`src/hw/odt_pkg.sv`:
```
// Package with constants and carrier types for the termination control block
package odt_pkg;

  // Organisation codes
  localparam logic [1:0] ORG_X4 = 2'h0;
  localparam logic [1:0] ORG_X8 = 2'h1;
  localparam logic [1:0] ORG_X16 = 2'h2;

  // Extended mode register 1 field positions
  localparam int EMR_RTT_LO_POS = 2;
  localparam int EMR_RTT_HI_POS = 6;
  localparam int EMR_NDQS_DIS_POS = 10;
  localparam int EMR_RDQS_EN_POS = 11;
  // Mode register field position: slow power-down exit
  localparam int MR_PD_SLOW_POS = 12;

  // Reset values
  localparam logic [13:0] EMR1_RESET = 14'h0000;
  localparam logic [13:0] MR_RESET = 14'h0000;

  // Synchronous delays in link clock cycles (turn-on / turn-off)
  localparam logic [3:0] AOND_CK = 4'h2;
  localparam logic [3:0] AOFD_CK = 4'h2;
  // Analog ramp windows in ps, converted to system cycles
  localparam int CLK_SYS_PS = 8000;
  localparam int AON_MIN_PS = 2000;
  localparam int AON_MAX_PS = 9000;
  localparam int AOF_MIN_PS = 2000;
  localparam int AOF_MAX_PS = 9000;
  localparam int AONPD_MIN_PS = 2000;
  localparam int AONPD_MAX_PS = 17000;
  localparam int AOFPD_MIN_PS = 2000;
  localparam int AOFPD_MAX_PS = 17000;
  localparam logic [3:0] AON_MIN_CYC = 4'((AON_MIN_PS + CLK_SYS_PS - 1) / CLK_SYS_PS);
  localparam logic [3:0] AON_MAX_CYC = 4'(AON_MAX_PS / CLK_SYS_PS);
  localparam logic [3:0] AOF_MIN_CYC = 4'((AOF_MIN_PS + CLK_SYS_PS - 1) / CLK_SYS_PS);
  localparam logic [3:0] AOF_MAX_CYC = 4'(AOF_MAX_PS / CLK_SYS_PS);
  localparam logic [3:0] AONPD_MIN_CYC = 4'((AONPD_MIN_PS + CLK_SYS_PS - 1) / CLK_SYS_PS);
  localparam logic [3:0] AONPD_MAX_CYC = 4'(AONPD_MAX_PS / CLK_SYS_PS);
  localparam logic [3:0] AOFPD_MIN_CYC = 4'((AOFPD_MIN_PS + CLK_SYS_PS - 1) / CLK_SYS_PS);
  localparam logic [3:0] AOFPD_MAX_CYC = 4'(AOFPD_MAX_PS / CLK_SYS_PS);
  // Power-down entry / exit spacing in link clock cycles
  localparam logic [3:0] ANPD_CK = 4'h3;
  localparam logic [3:0] AXPD_CK = 4'h8;

  // Operating mode of the device core
  typedef struct packed {
    logic dll_on;
    logic self_refresh;
    logic active_pd;
    logic precharge_pd;
  } power_mode_type;

  // Pins that can carry termination
  typedef struct packed {
    logic dq;
    logic dqs;
    logic dqs_n;
    logic rdqs;
    logic rdqs_n;
    logic dm;
    logic udqs;
    logic udqs_n;
    logic udm;
  } term_pins_type;

  // Termination phase seen on the pads
  typedef enum logic [1:0] {
    PH_OFF = 2'b00,
    PH_RAMP_ON = 2'b01,
    PH_ON = 2'b10,
    PH_RAMP_OFF = 2'b11
  } phase_type;

  // Per-pin termination enable mask from configuration
  function automatic term_pins_type pin_mask(input logic [1:0] org, input logic [13:0] emr1);
    term_pins_type m;
    m = '0;
    m.dq = 1'b1;
    m.dqs = 1'b1;
    m.dqs_n = ~emr1[EMR_NDQS_DIS_POS];
    if (org == ORG_X8)
    begin
      m.rdqs = emr1[EMR_RDQS_EN_POS];
      m.rdqs_n = emr1[EMR_RDQS_EN_POS] & ~emr1[EMR_NDQS_DIS_POS];
      m.dm = ~emr1[EMR_RDQS_EN_POS];
    end
    else
    begin
      m.dm = 1'b1;
    end
    if (org == ORG_X16)
    begin
      m.udqs = 1'b1;
      m.udqs_n = ~emr1[EMR_NDQS_DIS_POS];
      m.udm = 1'b1;
    end
    return m;
  endfunction

endpackage

```
`src/hw/odt_control.sv`:
```
// On-die termination control for the data, strobe and mask pads
`timescale 1ns/10ps
module odt_control
  import odt_pkg::*;
(
  // Clock and reset
  input wire logic clk_sys,
  input wire logic rst_n,
  // Link pins from the controller
  input wire logic ck_link,
  input wire logic odt_pin,
  // Configuration from the mode registers
  input wire logic [1:0] org,
  input wire logic [13:0] emr1,
  input wire logic [13:0] mr,
  input wire power_mode_type pmode,
  // Pad controls
  output term_pins_type term_en,
  output logic [1:0] rtt_sel,
  output logic term_ramping,
  output logic async_mode
);

  typedef struct packed {
    logic [1:0] ck_sync;
    logic [1:0] odt_sync;
    logic ck_prev;
    logic odt_smp;
    logic [3:0] dly;
    logic dly_on;
    logic dly_busy;
    logic [3:0] pd_gap;
    logic in_pd_prev;
    logic [3:0] exit_gap;
    phase_type phase;
    logic async_r;
    term_pins_type term_en;
    logic [1:0] rtt_sel;
  } ctl_state_type;

  ctl_state_type st_r;
  ctl_state_type st_nxt;

  logic ck_rise;
  logic in_pd;
  logic slow_pd;
  logic want_async;
  logic odt_req;
  logic rtt_enabled;
  logic ramp_load;
  logic [3:0] ramp_val;
  logic ramp_done;
  term_pins_type mask;

  odt_ramp_timer u_ramp (
    .clk_sys(clk_sys),
    .rst_n(rst_n),
    .load(ramp_load),
    .load_val(ramp_val),
    .expired(ramp_done)
  );

  // Only the second flop of each synchroniser is looked at
  assign ck_rise = st_r.ck_sync[1] & ~st_r.ck_prev;
  assign in_pd = pmode.active_pd | pmode.precharge_pd;
  assign slow_pd = (pmode.active_pd & mr[MR_PD_SLOW_POS]) | pmode.precharge_pd;
  // Spacing windows around power-down force the slow path; the controller is told via async_mode
  // The entry window only counts once power-down has begun, so plain active mode stays synchronous
  assign want_async = ~pmode.dll_on | slow_pd | (in_pd & (st_r.pd_gap != 4'h0)) | (st_r.exit_gap != 4'h0);
  assign rtt_enabled = emr1[EMR_RTT_HI_POS] | emr1[EMR_RTT_LO_POS];
  assign odt_req = st_r.odt_sync[1] & rtt_enabled & ~pmode.self_refresh;
  assign mask = pin_mask(org, emr1);

  always_comb
  begin
    st_nxt = st_r;
    ramp_load = 1'b0;
    ramp_val = 4'h0;
    st_nxt.ck_sync = {st_r.ck_sync[0], ck_link};
    st_nxt.odt_sync = {st_r.odt_sync[0], odt_pin};
    st_nxt.ck_prev = st_r.ck_sync[1];
    st_nxt.async_r = want_async;
    st_nxt.rtt_sel = {emr1[EMR_RTT_HI_POS], emr1[EMR_RTT_LO_POS]};
    // Track spacing in link cycles before entry; after exit count down a guard
    st_nxt.in_pd_prev = in_pd;
    if (ck_rise)
    begin
      if (st_r.exit_gap != 4'h0)
      begin
        st_nxt.exit_gap = st_r.exit_gap - 4'h1;
      end
      if (st_r.pd_gap != 4'h0)
      begin
        st_nxt.pd_gap = st_r.pd_gap - 4'h1;
      end
    end
    if (st_r.in_pd_prev & ~in_pd)
    begin
      st_nxt.exit_gap = AXPD_CK;
    end
    if (~in_pd & (st_r.odt_smp != odt_req) & ck_rise)
    begin
      st_nxt.pd_gap = ANPD_CK;
    end
    // Synchronous path: sample on link edge and count link cycles
    if (~want_async)
    begin
      if (ck_rise)
      begin
        st_nxt.odt_smp = odt_req;
        if (st_r.dly_busy)
        begin
          if (st_r.dly == 4'h1)
          begin
            st_nxt.dly_busy = 1'b0;
            ramp_load = 1'b1;
            st_nxt.phase = st_r.dly_on ? PH_RAMP_ON : PH_RAMP_OFF;
            ramp_val = st_r.dly_on ? AON_MAX_CYC : AOF_MAX_CYC;
          end
          st_nxt.dly = st_r.dly - 4'h1;
        end
        else if (odt_req != st_r.odt_smp)
        begin
          st_nxt.dly_busy = 1'b1;
          st_nxt.dly_on = odt_req;
          st_nxt.dly = odt_req ? AOND_CK : AOFD_CK;
        end
      end
    end
    else if ((odt_req != st_r.odt_smp) && !st_r.dly_busy && (st_r.phase == PH_ON || st_r.phase == PH_OFF))
    begin
      // Asynchronous path: start the ramp at once on a pin change
      st_nxt.odt_smp = odt_req;
      ramp_load = 1'b1;
      st_nxt.phase = odt_req ? PH_RAMP_ON : PH_RAMP_OFF;
      ramp_val = odt_req ? AONPD_MAX_CYC : AOFPD_MAX_CYC;
    end
    else if (st_r.dly_busy)
    begin
      // Pending synchronous delay is abandoned when the path turns asynchronous
      st_nxt.dly_busy = 1'b0;
      st_nxt.odt_smp = ~st_r.dly_on;
    end
    case (st_r.phase)
      PH_RAMP_ON:
      begin
        if (ramp_done)
        begin
          st_nxt.phase = PH_ON;
        end
      end
      PH_RAMP_OFF:
      begin
        if (ramp_done)
        begin
          st_nxt.phase = PH_OFF;
        end
      end
      PH_ON, PH_OFF:
      begin
      end
      default:
      begin
        st_nxt.phase = PH_OFF;
      end
    endcase
    // Pads see termination from the start of turn-on until turn-off completes
    if (((st_nxt.phase == PH_ON) || (st_nxt.phase == PH_RAMP_ON) || (st_nxt.phase == PH_RAMP_OFF)) &&
        rtt_enabled && !pmode.self_refresh)
    begin
      st_nxt.term_en = mask;
    end
    else
    begin
      st_nxt.term_en = '0;
    end
    if (pmode.self_refresh)
    begin
      st_nxt.phase = PH_OFF;
      st_nxt.odt_smp = 1'b0;
      st_nxt.dly_busy = 1'b0;
    end
  end

  always_ff @(posedge clk_sys or negedge rst_n)
  begin
    if (!rst_n)
    begin
      st_r <= '0;
    end
    else
    begin
      st_r <= st_nxt;
    end
  end

  assign term_en = st_r.term_en;
  assign rtt_sel = st_r.rtt_sel;
  assign term_ramping = (st_r.phase == PH_RAMP_ON) || (st_r.phase == PH_RAMP_OFF);
  assign async_mode = st_r.async_r;
endmodule

```
`src/hw/odt_ramp_timer.sv`:
```
// Down counter that paces the analog ramp window of the termination switches
`timescale 1ns/10ps
module odt_ramp_timer
  import odt_pkg::*;
(
  // Clock and reset
  input wire logic clk_sys,
  input wire logic rst_n,
  // Control
  input wire logic load,
  input wire logic [3:0] load_val,
  // Status
  output logic expired
);

  typedef struct packed {
    logic [3:0] cnt;
  } timer_state_type;

  timer_state_type st_r;
  timer_state_type st_nxt;

  always_comb
  begin
    st_nxt = st_r;
    if (load)
    begin
      st_nxt.cnt = load_val;
    end
    else if (st_r.cnt != 4'h0)
    begin
      st_nxt.cnt = st_r.cnt - 4'h1;
    end
  end

  always_ff @(posedge clk_sys or negedge rst_n)
  begin
    if (!rst_n)
    begin
      st_r <= '0;
    end
    else
    begin
      st_r <= st_nxt;
    end
  end

  assign expired = (st_r.cnt == 4'h0) && !load;

endmodule

```
`config.mk`:
```
export PLATFORM = sky130hd
export DESIGN_NAME = odt_control
export DESIGN_NICKNAME = d
export VERILOG_FILES = /design/src/hw/odt_pkg.sv /design/src/hw/odt_control.sv /design/src/hw/odt_ramp_timer.sv
export SDC_FILE = /design/constraint.sdc
export NUM_CORES = 1
export LEC_CHECK = 0
export BUFFER_PORTS_ARGS = -buffer_cell sky130_fd_sc_hd__clkbuf_2
export CORE_AREA = 4 4 64 72
export CTS_CLUSTER_DIAMETER = 80
export CTS_CLUSTER_SIZE = 28
export DETAILED_ROUTE_END_ITERATION = 16
export DIE_AREA = 0 0 68 76
export GPL_ROUTABILITY_DRIVEN = 0
export PLACE_DENSITY_LB_ADDON = 0.12
export SLEW_MARGIN = 5
export SYNTH_ARGS = -nofsm -noshare
export SYNTH_HDL_FRONTEND = slang
export SYNTH_HIERARCHICAL = 1
export SYNTH_SLANG_ARGS = --single-unit
```
`constraint.sdc`:
```
create_clock -name clk_sys -period 4.25 [get_ports clk_sys]
set_input_delay 0 -clock clk_sys [delete_from_list [all_inputs] [get_ports clk_sys]]
set_output_delay 0 -clock clk_sys [all_outputs]
set_load 0.02 [all_outputs]
```
==> impl_metrics.csv <==
group,metric,value,unit
flow_run,maxCapViolCount,0,
synth,yosys.area_share.simple,15.76,%
critical_path,path_buf_inv,2,
power_and_ir_drop,leakage,1.012,nW
place,io_buffers,27,
global_routing,grt_pass1_wl,6499,um
sta,finalSetupTns,0,ns
critical_path,cpPeakStageDelay,0.57,ns
sta,max_slew.worst_pin.slew,0.9332,ns
synth,synth_top_family_by_area,"compound AO/OA/AOI/OAI gates",
critical_path,crit_family,"compound AO/OA/AOI/OAI gates",
global_routing,grt-ovfl-total,0,
synth,synth.most_common_cell,"dfrtp_1",
cts,path_clk_slew,0.07,ns
critical_path,rrSetupSlack,0.68,ns
sta,period_needed,3.567,ns
power_and_ir_drop,power_density,483.4,mW/mm^2
drt,drtIter0Drc,91,
critical_path,cp.required,4.39,ns
critical_path,path_max_fanout,10,
sta,rsz0062_at_grt,"no",
critical_path,reg2reg_from,"st_r[14]",
drt,wl_per_cell,13.87,um
sta,finalCritPeriodShare,83.93,%
cts,cts_tree,"done",
sta,setup_viol,0,
synth,synth_top_area_cell,"dfrtp_1",
sta,slew_headroom,37.79,%
synth,synth_top_area_share,47.22,%
cts,htreeDepth,2,
floorplan,floorplan.initialDensity,50.22,%
cts,numCtsBuffers,5,
drt,vias,1487,
critical_path,path_cells,"inv_1 -> ha_1 -> or3b_2 -> a211oi_4 -> a21oi_1 -> a21o_2 -> or4b_4 -> inv_1 -> a21oi_1 -> a31oi_1 -> a21boi_2 -> a211oi_2",
floorplan,core-area,0.003904,mm^2
synth,ys_types,52,
cts,cts_sinks,37,
sta,hold_viol_final,0,
cts,clk-insertion-delay-late,0.28,ns
synth,ys_warn_count,6,
synth,ys_ff_latch,37,
hold_path,hold_start,"emr1[11]",
cts,cts_max_path_buffers,2,
floorplan,die_area,0.005168,mm^2
synth,seq_area_frac_synth,47.22,%
global_routing,grt_pass1_vias,1437,
drt,routed_wl,3828,um
global_routing,antenna_found_initial,0,
layout,regArea,925.9,um^2
synth,synth-compound-area-share,20.42,%
sta,skew,0.002152,ns
floorplan,boundaryPins,51,
cts,post_cts_resized,0,
cts,cts_root_buffer,"clkbuf_8",
layout,multi_input_comb_area,869.6,um^2
drt,via_per_inst,5.388,
layout,fillCellCount,361,
synth,async_flop_share,100.0,%
global_routing,track_usage,16.16,%
critical_path,arrival,3.71,ns
drt,drc,0,
layout,final_layout_size_suffix_gt1_share,22.77,%
critical_path,crit_path_end_kind,"register",
synth,synth_xor_area_share,1.787,%
sta,maxSlewViolCount,0,
synth,yosys-top-cells-count,"37 x dfrtp_1, 17 x nor2_1, 15 x inv_1",
layout,diodes,0,
hold_path,min_to,"term_en[5]",
synth,synthTopCellsByArea,"dfrtp_1 47%, ha_1 4.5%, buf_4 4.2%",
global_routing,grt_max_degree,38,
sta,max_freq,0.2804,GHz
critical_path,critPathLaunchType,"register",
synth,synth-edff-count,0,
floorplan,dieWidth,68,um
drt,ant_nets,0,
drt,first_pass_iters,4,
layout,syn_to_final_growth,15.19,%
critical_path,crit_slowest_cell,"or4b_4",
synth,syn_avg_cell_area,10.27,um^2
layout,final_nets,268,
synth,synthAdderAreaFrac,4.467,%
synth,syn_area,0.001961,mm^2
sta,worst_hold_slack,0.04869,ns
hold_path,hold_path_class,"input port to register",
synth,synth_mux_area_share,1.532,%
hold_path,whs_path_depth,5,
synth,synthFlopType,"dfrtp_1",
floorplan,rows,24,
power_and_ir_drop,peakVddDrop,223.9,uV
synth,synth_cells,191,
critical_path,path_class,"register to register",
power_and_ir_drop,total_power,1.092,mW
critical_path,r2r_cells,12,
critical_path,reg2reg_to,"term_en[3]",
place,dpl.hpwl,2778,um
floorplan,die_h,76,um
status,status,"finished clean",
kinds of logic after synthesis:
kind of cell,Yosys count
flops,37
buf+inv,31
compound gates,51
fa+ha+maj,7
simple gates,57
xor+xnor,4
mux,3
other cells,1
flip-flops by register name (all words and copies together), names as in the netlist:
register	flops
rtt_sel	2
u_ramp/st_r	4
st_nxt	3
term_en	7
async_mode	1
st_r	20
report_power, final:
group	internal, mW	switching (mW)
clock network	0.113	0.117
logic	0.164	0.211
registers	0.427	0.0590
total	0.705	0.387
layout by cell type, fill, tap and decap left out, types with 3 or more instances in the layout:
| cell | netlist | layout |
|---|---|---|
| nor4_1 | 3 | 3 |
| o21ai_0 | 7 | 7 |
| nand2b_1 | 4 | 4 |
| ha_1 | 7 | 7 |
| inv_1 | 15 | 15 |
| clkbuf_8 | 0 | 5 |
| mux2i_1 | 3 | 3 |
| nor2b_1 | 3 | 3 |
| dlygate4sd3_1 | 0 | 11 |
| nor2_1 | 17 | 17 |
| o31ai_1 | 3 | 3 |
| a22o_1 | 3 | 3 |
| dfrtp_1 | 37 | 37 |
| clkbuf_2 | 0 | 27 |
| nand2_1 | 9 | 9 |
| nor3_1 | 7 | 7 |
| a21oi_1 | 14 | 14 |
metrics by stage:
| stage | instance area [um^2] | util, % | instances | setup slack [ns] |
|---|---|---|---|---|
| 2_1_floorplan | 1964 | - | 192 | 0.8084 |
| 3_3_place_gp | 2066 | 52.92 | 257 | 0.7315 |
| 3_5_place_dp | 2066 | 52.92 | 257 | 0.6747 |
| 4_1_cts | 2258 | 57.85 | 276 | 0.6661 |
| 5_1_grt | 2258 | 57.85 | 276 | 0.3916 |
| 6_report | 2258 | 57.85 | 276 | 0.6831 |
area by class of cell:
type | count | share of cell area (%)
sequential | 37 | 41.00
inverter | 16 | 2.770
multi-input combinational | 124 | 38.50
tap | 52 | 2.881
clock inverter | 2 | 0.4432
timing repair buffer | 39 | 11.19
clock buffer | 6 | 3.213
routing by layer:
| layer | track usage [%] | share of wire [%] | vias to the layer above |
|---|---|---|---|
| met1 | 19.68 | 43 | 716 |
| met4 | 5.567 | 1.4 | 0 |
| met3 | 4.425 | 4.8 | 6 |
| met5 | 0 | 0 | - |
| li1 | - | - | 727 |
| met2 | 26.81 | 51 | 38 |
timing repair:
action	in CTS	in global routing
hold buffers	11	0
endpoints found under the hold margin	49	0
setup buffers	0	0
how the worst max path moves through the flow:
stage / endpoint / cells past startpoint / startpoint
6_report: term_en[3] / 12 / st_r[14]
5_1_grt: term_en[0] / 12 / st_r[14]
4_1_cts: term_en[3] / 12 / st_r[14]
3_5_place_dp: term_en[3] / 12 / st_r[14]
3_3_place_gp: term_en[3] / 12 / st_r[14]
2_1_floorplan: term_en[3] / 13 / st_r[19]
tightest hold or removal path, cell delays in order:
cell      delay, ns
clkbuf_2       0.08
nand2_1        0.05
nor2_1         0.06
nand2_1        0.07
a21oi_1        0.04
No activity file was read; power rests on OpenSTA's default activity.
